--- config.mk ---
export PLATFORM = sky130hd
export DESIGN_NAME = mtl_master_tenure
export DESIGN_NICKNAME = d
export VERILOG_FILES = /design/src/logic/mtl_pkg.sv /design/src/logic/mtl_tenure_ctr.sv /design/src/logic/mtl_phase_wdog.sv /design/src/logic/mtl_master_tenure.sv
export SDC_FILE = /design/constraint.sdc
export NUM_CORES = 1
export LEC_CHECK = 0
export BUFFER_PORTS_ARGS = -buffer_cell sky130_fd_sc_hd__clkbuf_2
export CAP_MARGIN = 20
export CORE_MARGIN = 2
export CORE_UTILIZATION = 55
export CTS_BUF_LIST = sky130_fd_sc_hd__clkbuf_8
export DETAILED_ROUTE_END_ITERATION = 6
export GPL_TIMING_DRIVEN = 0
export PLACE_DENSITY = 0.78
export SETUP_SLACK_MARGIN = 0.15
export SYNTH_ARGS = -nofsm -noshare
export SYNTH_HDL_FRONTEND = slang
export SYNTH_SLANG_ARGS = --single-unit
--- constraint.sdc ---
create_clock -name CLK -period 7.9 [get_ports CLK]
set_input_delay 0.395 -clock CLK [delete_from_list [all_inputs] [get_ports CLK]]
set_output_delay 0.395 -clock CLK [all_outputs]
set_load 0.005 [all_outputs]
--- src/logic/mtl_pkg.sv ---
// package for the master tenure latency timer block
// shared by the sequencer, its tenure counter and its data-phase watchdog; one bus clock
package mtl_pkg;

	// counter widths
	localparam int CNT_W = 8;
	localparam int REM_W = 9;

	// bus command that gets cacheline-aware termination
	localparam logic [3:0] CMD_MWI = 4'hf;

	// data-phase limits in bus clocks
	localparam logic [5:0] MASTER_RDY_LIMIT = 6'h08;
	localparam logic [5:0] TGT_INIT_LIMIT = 6'h10;
	localparam logic [5:0] TGT_INIT_HBB_LIMIT = 6'h20;
	localparam logic [5:0] TGT_SUBSEQ_LIMIT = 6'h08;

	// termination after expiry for ordinary commands: current phase and one more
	localparam logic [REM_W-1:0] NON_MWI_CUT = 9'h002;

	// reset values
	localparam logic [CNT_W-1:0] CNT_RST = 8'h00;
	localparam logic [REM_W-1:0] REM_RST = 9'h000;
	localparam logic [5:0] PHASE_CNT_RST = 6'h00;
	localparam logic [3:0] CMD_RST = 4'h0;

	// one transfer request from the user side
	typedef struct packed
	{
		logic [3:0] cmd;
		logic [CNT_W-1:0] len;
		logic [CNT_W-1:0] line_ofs;
	} mtl_req_s;

	// status pulses and levels toward the user side
	typedef struct packed
	{
		logic lt_expired;
		logic cut_active;
		logic irdy_forced;
		logic tgt_late;
		logic phase_done;
	} mtl_stat_s;

	typedef enum logic [4:0]
	{
		ST_IDLE = 5'h01,
		ST_ARB = 5'h02,
		ST_ADDR = 5'h04,
		ST_DATA = 5'h08,
		ST_TURN = 5'h10
	} mtl_state_e;

endpackage

--- src/logic/mtl_tenure_ctr.sv ---
// tenure counter: counts bus clocks while the master holds its frame
// assumes frame_act is the master's own registered frame drive
`timescale 1ns/10ps
module mtl_tenure_ctr
(
	input wire logic clk,
	input wire logic rst_n,
	input wire logic frame_act,
	input wire logic [mtl_pkg::CNT_W-1:0] lt_value,
	output logic expired
);

	logic [mtl_pkg::CNT_W-1:0] cnt_r;
	logic [mtl_pkg::CNT_W-1:0] cnt_nxt;
	logic exp_r;
	logic exp_nxt;
	wire logic at_limit = (cnt_r == lt_value);
	wire logic cnt_full = (cnt_r == {mtl_pkg::CNT_W{1'b1}});

	// cleared and held while frame is not driven, counting from frame assertion
	assign cnt_nxt = !frame_act ? mtl_pkg::CNT_RST : (cnt_full ? cnt_r : cnt_r + 8'h01);
	// flag stays set until frame is released
	assign exp_nxt = frame_act & (exp_r | at_limit);
	assign expired = frame_act & (exp_r | at_limit);

	always_ff @(posedge clk)
	begin
		if (!rst_n)
		begin
			cnt_r <= mtl_pkg::CNT_RST;
			exp_r <= 1'b0;
		end
		else
		begin
			cnt_r <= cnt_nxt;
			exp_r <= exp_nxt;
		end
	end

endmodule // mtl_tenure_ctr

--- src/logic/mtl_phase_wdog.sv ---
// data-phase watchdog: clocks spent in the current data phase
// assumes active covers the address clock and every data phase of the master's tenure
`timescale 1ns/10ps
module mtl_phase_wdog
(
	input wire logic clk,
	input wire logic rst_n,
	input wire logic active,
	input wire logic phase_done,
	input wire logic first_phase,
	input wire logic tgt_resp,
	input wire logic hbb_mode,
	output logic irdy_due,
	output logic tgt_late
);

	logic [5:0] cnt_r;
	logic [5:0] cnt_nxt;
	logic late_r;
	wire logic cnt_full = (cnt_r == 6'h3f);
	wire logic [5:0] init_lim = hbb_mode ? mtl_pkg::TGT_INIT_HBB_LIMIT : mtl_pkg::TGT_INIT_LIMIT;
	wire logic [5:0] tgt_lim = first_phase ? init_lim : mtl_pkg::TGT_SUBSEQ_LIMIT;

	assign cnt_nxt = (!active || phase_done) ? mtl_pkg::PHASE_CNT_RST : (cnt_full ? cnt_r : cnt_r + 6'h01);
	// eighth clock of a phase counts 7 from its first clock
	assign irdy_due = active & (cnt_r >= mtl_pkg::MASTER_RDY_LIMIT - 6'h01);
	// one pulse per phase when the target overran its response limit
	assign tgt_late = active & !tgt_resp & !late_r & (cnt_r >= tgt_lim);

	always_ff @(posedge clk)
	begin
		if (!rst_n)
		begin
			cnt_r <= mtl_pkg::PHASE_CNT_RST;
			late_r <= 1'b0;
		end
		else
		begin
			cnt_r <= cnt_nxt;
			late_r <= (active & !phase_done) & (late_r | tgt_late);
		end
	end

endmodule // mtl_phase_wdog

--- src/logic/mtl_master_tenure.sv ---
// bus master sequencer with tenure latency timer
// drives frame, irdy and request; samples grant, target ready, stop and bus pins on CLK
// frame and irdy are open for sharing: each has input, output and output enable
`timescale 1ns/10ps

module mtl_master_tenure
(
	input wire logic CLK,
	input wire logic RST_N,
	input wire mtl_pkg::mtl_req_s REQ,
	input wire logic REQ_VALID,
	output logic REQ_READY,
	input wire logic USER_RDY,
	input wire logic [mtl_pkg::CNT_W-1:0] LAT_TIMER,
	input wire logic [mtl_pkg::CNT_W-1:0] LINE_DWORDS,
	input wire logic HBB_MODE,
	output logic REQ_N,
	input wire logic GNT_N,
	input wire logic FRAME_N_I,
	output logic FRAME_N_O,
	output logic FRAME_N_OE,
	input wire logic IRDY_N_I,
	output logic IRDY_N_O,
	output logic IRDY_N_OE,
	input wire logic TRDY_N,
	input wire logic STOP_N,
	output logic [3:0] BUS_CMD,
	output logic BUSY,
	output mtl_pkg::mtl_stat_s STAT
);

	mtl_pkg::mtl_state_e state_r;
	mtl_pkg::mtl_state_e state_nxt;
	logic frame_n_r;
	logic frame_n_nxt;
	logic [mtl_pkg::REM_W-1:0] rem_r;
	logic [mtl_pkg::REM_W-1:0] rem_nxt;
	logic [mtl_pkg::CNT_W-1:0] pos_r;
	logic [mtl_pkg::CNT_W-1:0] pos_nxt;
	logic cut_r;
	logic first_r;
	logic [3:0] cmd_r;
	logic oe_r;
	logic lt_expired;
	logic irdy_due;
	logic tgt_late;

	// state decode
	wire logic in_idle = (state_r == mtl_pkg::ST_IDLE);
	wire logic in_arb = (state_r == mtl_pkg::ST_ARB);
	wire logic in_addr = (state_r == mtl_pkg::ST_ADDR);
	wire logic in_data = (state_r == mtl_pkg::ST_DATA);
	wire logic frame_act = !frame_n_r && (in_addr || in_data);

	// bus idle when neither frame nor irdy is asserted by anyone
	wire logic bus_idle = FRAME_N_I & IRDY_N_I;
	wire logic granted = !GNT_N;
	wire logic start_ok = in_arb & granted & bus_idle;

	// irdy forced by the eighth clock even if user data is late
	wire logic irdy_act = in_data & (USER_RDY | irdy_due);
	wire logic tgt_resp = !TRDY_N | !STOP_N;
	wire logic phase_done = irdy_act & tgt_resp;
	wire logic stop_seen = in_data & !STOP_N;
	wire logic last_phase_done = phase_done & frame_n_r;

	// cacheline position
	wire logic line_valid = (LINE_DWORDS != 8'h00);
	wire logic [mtl_pkg::CNT_W-1:0] line_last = LINE_DWORDS - 8'h01;
	wire logic at_line_last = line_valid & (pos_r == line_last);
	wire logic is_mwi = (cmd_r == mtl_pkg::CMD_MWI) & line_valid;

	// phases still owed once the timer has expired and grant is gone
	wire logic [mtl_pkg::REM_W-1:0] to_line_end = {1'b0, LINE_DWORDS - pos_r};
	wire logic [mtl_pkg::REM_W-1:0] next_line_end = {1'b0, LINE_DWORDS} + 9'h001;
	wire logic [mtl_pkg::REM_W-1:0] cut_val = !is_mwi ? mtl_pkg::NON_MWI_CUT :
		(at_line_last ? next_line_end : to_line_end);

	// cut once, only with frame still driven and grant removed
	wire logic cut_now = in_data & frame_act & lt_expired & GNT_N & !cut_r;
	wire logic [mtl_pkg::REM_W-1:0] eff_rem = (cut_now && (cut_val < rem_r)) ? cut_val : rem_r;
	wire logic [mtl_pkg::REM_W-1:0] rem_after = phase_done ? eff_rem - 9'h001 : eff_rem;
	wire logic [mtl_pkg::REM_W-1:0] req_len = (REQ.len == 8'h00) ? 9'h001 : {1'b0, REQ.len};

	mtl_tenure_ctr u_tenure_ctr
	(
		.clk(CLK),
		.rst_n(RST_N),
		.frame_act(frame_act),
		.lt_value(LAT_TIMER),
		.expired(lt_expired)
	);

	mtl_phase_wdog u_phase_wdog
	(
		.clk(CLK),
		.rst_n(RST_N),
		.active(in_addr | in_data),
		.phase_done(phase_done),
		.first_phase(first_r),
		.tgt_resp(in_data & tgt_resp),
		.hbb_mode(HBB_MODE),
		.irdy_due(irdy_due),
		.tgt_late(tgt_late)
	);

	// next state
	always_comb
	begin
		state_nxt = state_r;
		case (state_r)
			mtl_pkg::ST_IDLE:
			begin
				if (REQ_VALID)
					state_nxt = mtl_pkg::ST_ARB;
			end
			mtl_pkg::ST_ARB:
			begin
				if (start_ok)
					state_nxt = mtl_pkg::ST_ADDR;
			end
			mtl_pkg::ST_ADDR:
				state_nxt = mtl_pkg::ST_DATA;
			mtl_pkg::ST_DATA:
			begin
				if (last_phase_done)
					state_nxt = mtl_pkg::ST_TURN;
			end
			mtl_pkg::ST_TURN:
				state_nxt = mtl_pkg::ST_IDLE;
			default:
				state_nxt = mtl_pkg::ST_IDLE;
		endcase
	end

	// frame: released when the final phase begins or when the target stops
	always_comb
	begin
		frame_n_nxt = frame_n_r;
		if (start_ok)
			frame_n_nxt = 1'b0;
		else if (in_addr)
			frame_n_nxt = (rem_r <= 9'h001);
		else if (in_data && stop_seen)
			frame_n_nxt = 1'b1;
		else if (in_data)
			frame_n_nxt = frame_n_r | (rem_after <= 9'h001);
		else
			frame_n_nxt = 1'b1;
	end

	// remaining phases and dword position within the cacheline
	always_comb
	begin
		rem_nxt = rem_r;
		pos_nxt = pos_r;
		if (in_idle && REQ_VALID)
		begin
			rem_nxt = req_len;
			pos_nxt = REQ.line_ofs;
		end
		else if (in_data)
		begin
			rem_nxt = rem_after;
			if (phase_done)
				pos_nxt = at_line_last ? 8'h00 : pos_r + 8'h01;
		end
	end

	always_ff @(posedge CLK)
	begin
		if (!RST_N)
		begin
			state_r <= mtl_pkg::ST_IDLE;
			frame_n_r <= 1'b1;
			rem_r <= mtl_pkg::REM_RST;
			pos_r <= mtl_pkg::CNT_RST;
			cut_r <= 1'b0;
			first_r <= 1'b0;
			cmd_r <= mtl_pkg::CMD_RST;
			oe_r <= 1'b0;
		end
		else
		begin
			state_r <= state_nxt;
			frame_n_r <= frame_n_nxt;
			rem_r <= rem_nxt;
			pos_r <= pos_nxt;
			cut_r <= in_data & (cut_r | cut_now);
			first_r <= start_ok | (first_r & !phase_done);
			if (in_idle && REQ_VALID)
				cmd_r <= REQ.cmd;
			oe_r <= start_ok | in_addr | in_data;
		end
	end

	// outputs
	assign REQ_READY = in_idle;
	assign REQ_N = !in_arb;
	assign FRAME_N_O = frame_n_r;
	assign FRAME_N_OE = oe_r;
	assign IRDY_N_O = !irdy_act;
	assign IRDY_N_OE = oe_r;
	assign BUS_CMD = cmd_r;
	assign BUSY = !in_idle;
	assign STAT.lt_expired = lt_expired;
	assign STAT.cut_active = cut_r;
	assign STAT.irdy_forced = in_data & irdy_due & !USER_RDY;
	assign STAT.tgt_late = tgt_late;
	assign STAT.phase_done = phase_done;

endmodule // mtl_master_tenure

==> impl_summary.md <==
Run status
The flow ran to the end, and the final reports show no timing, DRC or antenna violations.

Drt
The post-detailed-route count of antenna-violating nets is 0. The residual DRC count is 0. The via-per-instance ratio is 5.96. The first-iteration detailed-routing DRC count is 296.

The final wirelength is 10100 microns. The first detailed-routing pass took 5 iterations. The routed layout has 3981 vias. The wire length per cell is 15.1 microns.

Timing
The number of pins with negative max-slew slack in the final report was 0. Setup violations remaining at the end of the flow were counted as 0. The final-report hold violation count is 0. The maximum achievable frequency is 0.164 GHz. Measured against its own limit, the worst slew margin works out to 51.1%.

For the pin with the worst max-slew slack, the measured transition is 729 ps. The ratio of final minimum period to clock period is 77.2%. The minimum clock period after layout is 6100 ps. Setup repair after global routing left no endpoint under its margin. The clock skew after layout is 9.17 ps. For the final routed database, the setup TNS stands at 0 ps. The setup slack after layout is 1800 ps.

Clock network
The total clock buffers created by CTS is 5. Clock-pin slew was measured on the worst setup and hold paths at 90 ps. The number of hold-repair buffers added at the cts stage is 0.

The number of cells upsized or downsized after cts is 0. The depth of the CTS H-tree is 2. TritonCTS built the clock tree. The tree is rooted in a sky130_fd_sc_hd__clkbuf_8.

The number of buffers inserted by post-CTS setup repair is 0. The clock sink total is 46. The maximum clock path buffer count is 2. The latest clock arrival within the worst-skew pair is 300 ps.

Global routing
Summed over all layers, the global routing overflow is 0. The wire length of the first global-routing pass is 16700 microns. The global-route total usage across every layer is 26.7%. The via count of the first global-routing pass was 3717.

The initial antenna violation count is 0. Entering global routing, the biggest net connects 15 pins.

Power
The worst-case IR drop observed on VDD is 149 uV. The static leakage is 1.91 nW. The power per unit of standard cell area is 170 mW/mm^2. Summing internal, switching and leakage power gives 0.754 mW.

Synth
The count of unique library cells instantiated by Yosys is 67. A synthesized cell averages 7.73 sq um. Yosys printed 0 warnings. The number of cells produced by synthesis is 503. The post-synthesis async set-or-reset flop share is 0%. The top-area cell type share of the netlist area is 23.7%. The most used flip-flop cell after synthesis is sky130_fd_sc_hd__dfxtp_1. The cell area after synthesis is 0.00389 sq mm. The cell type with the largest total area after synthesis is sky130_fd_sc_hd__dfxtp_1. The number of nets produced by synthesis is 575.

In this run, synthesis inferred 0 flip-flops with an integrated enable. The synthesis-stage register bit count is 46. Ranked by total cell area, the synthesized netlist is headed by sky130_fd_sc_hd__dfxtp_1 24%, sky130_fd_sc_hd__ha_1 8.0%, sky130_fd_sc_hd__nor2_1 5.2%, sky130_fd_sc_hd__xor2_1 5.0%, sky130_fd_sc_hd__xnor2_1 4.5%.

The share of the yosys chip area belonging to registers is 23.7%.

Placed design
The last weighted congestion value of the routability-driven placer is 0.950. The placed cell count is 660. The HPWL reported at the end of detailed placement is 8010 microns. Before CTS, the worst setup slack after placement is 1610 ps. The number of buffers inserted by port buffering is 61.

Worst hold path
The end point of the worst hold path is BUS_CMD[0]. The min-delay analysis places its worst path in the category in2reg. The launch point of the worst hold path is REQ[16]. The worst hold path was traced through 3 stages.

Setup path
The critical register-to-register path endpoint is FRAME_N_O. The maximum fanout along the worst path is 8. The launch instance of the worst register-to-register path is pos_r[0]. The critical path required time is 8110 ps. The number of logic stages on the critical path including buffering is 25. The launching element type of the critical path is an input port. The number of cell instances on the worst register-to-register path is 20.

The critical path endpoint category is a flop. The total buffers and inverters traversed by the critical path is 4. The category of cells accounting for the largest share of critical-path delay is simple AND/OR/NAND/NOR gates. The worst-case register-to-register setup slack is 2070 ps.

The cell repeated most along the worst path is sky130_fd_sc_hd__ha_1. The type of the setup path with the least slack is in2reg. The slowest stage of the critical path is the sky130_fd_sc_hd__o21ai_1 cell.

The largest single stage delay on the critical path is 610 ps. STA puts the critical path data arrival time at 6300 ps.

Layout
The final layout net count is 643. The library cells used most frequently in the layout, excluding fill and tap cells, are 61 x sky130_fd_sc_hd__clkbuf_2, 54 x sky130_fd_sc_hd__nor2_1, 46 x sky130_fd_sc_hd__dfxtp_1. The repair_antennas step left the layout with diodes totalling 0.

Leaving out filler cells and counting taps, the final layout contains 668. Fill cells in the final layout number 641. The most frequent standard cell in the layout excluding fill and tap cells is sky130_fd_sc_hd__clkbuf_2. The footprint of the multi-input gates is 0.00272 sq mm. The total area of sequential cells is 921 sq um.

Compared with the post-synthesis result, the final layout area differs by 13.8%. The fraction of final layout cells sized beyond drive strength 1 is 16.6%.

Floorplanning
After floorplanning, the core was divided into 30 placement rows. The die area is 0.00776 sq mm. The overall die width is 88.1 microns. For this configuration, the core starts out at a cell density of 56.9%. From bottom edge to top edge, the die measures 88.1 microns. In this run the count of I/O pins placed on the die edge is 62. The core region is 0.00683 sq mm.

Flow run
The max-capacitance violation count is 0.
==> metal layers <==
metal | up-vias | global-route usage [%] | part of all wire [%]
li1 | 1937 | - | -
met2 | 161 | 45.4 | 47
met1 | 1852 | 34.4 | 44
met3 | 31 | 4.34 | 6.5
met5 | - | 0 | 0
met4 | 0 | 9.50 | 2.5
==> flip-flops by register name (all words and copies together), names as in the netlist <==
signal,count
cut_r,1
u_phase_wdog.late_r,1
FRAME_N_OE,1
u_phase_wdog.cnt_r,6
u_tenure_ctr.cnt_r,8
BUS_CMD,4
FRAME_N_O,1
first_r,1
state_r,5
pos_r,8
u_tenure_ctr.exp_r,1
rem_r,9
==> cell type report <==
type | count | area share [%]
Multi-Input combinational cell | 403 | 61.6
Sequential cell | 46 | 20.8
Timing Repair Buffer | 61 | 6.90
Buffer | 23 | 2.88
Tap cell | 96 | 2.71
Inverter | 31 | 2.63
Clock buffer | 5 | 1.56
Clock inverter | 3 | 0.933
==> worst min-delay path: cells and delay by family <==
| kind | cells | cell delay (ps) |
|---|---|---|
| AND/OR/NAND/NOR | 1 | 40 |
| AO/OA/AOI/OAI | 1 | 60 |
| buffers and inverters | 1 | 80 |
==> synthesized netlist by cell type, drive strengths merged (8+ instances only) <==
| master | count |
|---|---|
| nor2 | 55 |
| dfxtp | 46 |
| nand2 | 45 |
| inv | 31 |
| nand3 | 29 |
| ha | 25 |
| xor2 | 22 |
| o21ai | 21 |
| xnor2 | 21 |
| nor3 | 20 |
| a21oi | 17 |
| buf | 15 |
| a21boi | 12 |
| nand4 | 12 |
| and3 | 10 |
| a22oi | 8 |
| clkbuf | 8 |
| mux2i | 8 |
==> through the flow <==
| step | utilization [%] | instance area (sq um) | hold slack [ps] |
|---|---|---|---|
| detailed placement | 63.2 | 4310 | 467 |
| finish | 64.8 | 4420 | 313 |
| global route | 64.8 | 4420 | 319 |
| CTS | 64.8 | 4420 | 319 |
| global placement | 63.2 | 4310 | 457 |
| floorplan | - | 3890 | 442 |
==> kinds of logic (layout without fill, tap and decap cells) <==
| logic type | count (synthesis) | in the layout | synth area share, % |
|---|---|---|---|
| buf+inv | 54 | 123 | 6.27 |
| flops | 46 | 46 | 23.7 |
| simple gates | 210 | 210 | 27.4 |
| fa+ha+maj | 26 | 26 | 8.56 |
| xor+xnor | 43 | 43 | 9.88 |
| mux | 8 | 8 | 2.06 |
| compound gates | 116 | 116 | 22.1 |
==> report_power, final <==
| part | switching, mW | internal [mW] |
|---|---|---|
| Combinational | 0.175 | 0.120 |
| Clock | 0.0809 | 0.0931 |
| Sequential | 0.0298 | 0.255 |
| Total | 0.286 | 0.468 |
==> worst max-delay path by stage <==
stage                               from        end
after floorplan           LINE_DWORDS[0]  FRAME_N_O
after global placement    LINE_DWORDS[0]  FRAME_N_O
after detailed placement  LINE_DWORDS[0]  FRAME_N_O
after CTS                 LINE_DWORDS[0]  FRAME_N_O
after global routing      LINE_DWORDS[0]  FRAME_N_O
final                     LINE_DWORDS[0]  FRAME_N_O
Note: power is estimated with default switching activity, not from simulation.
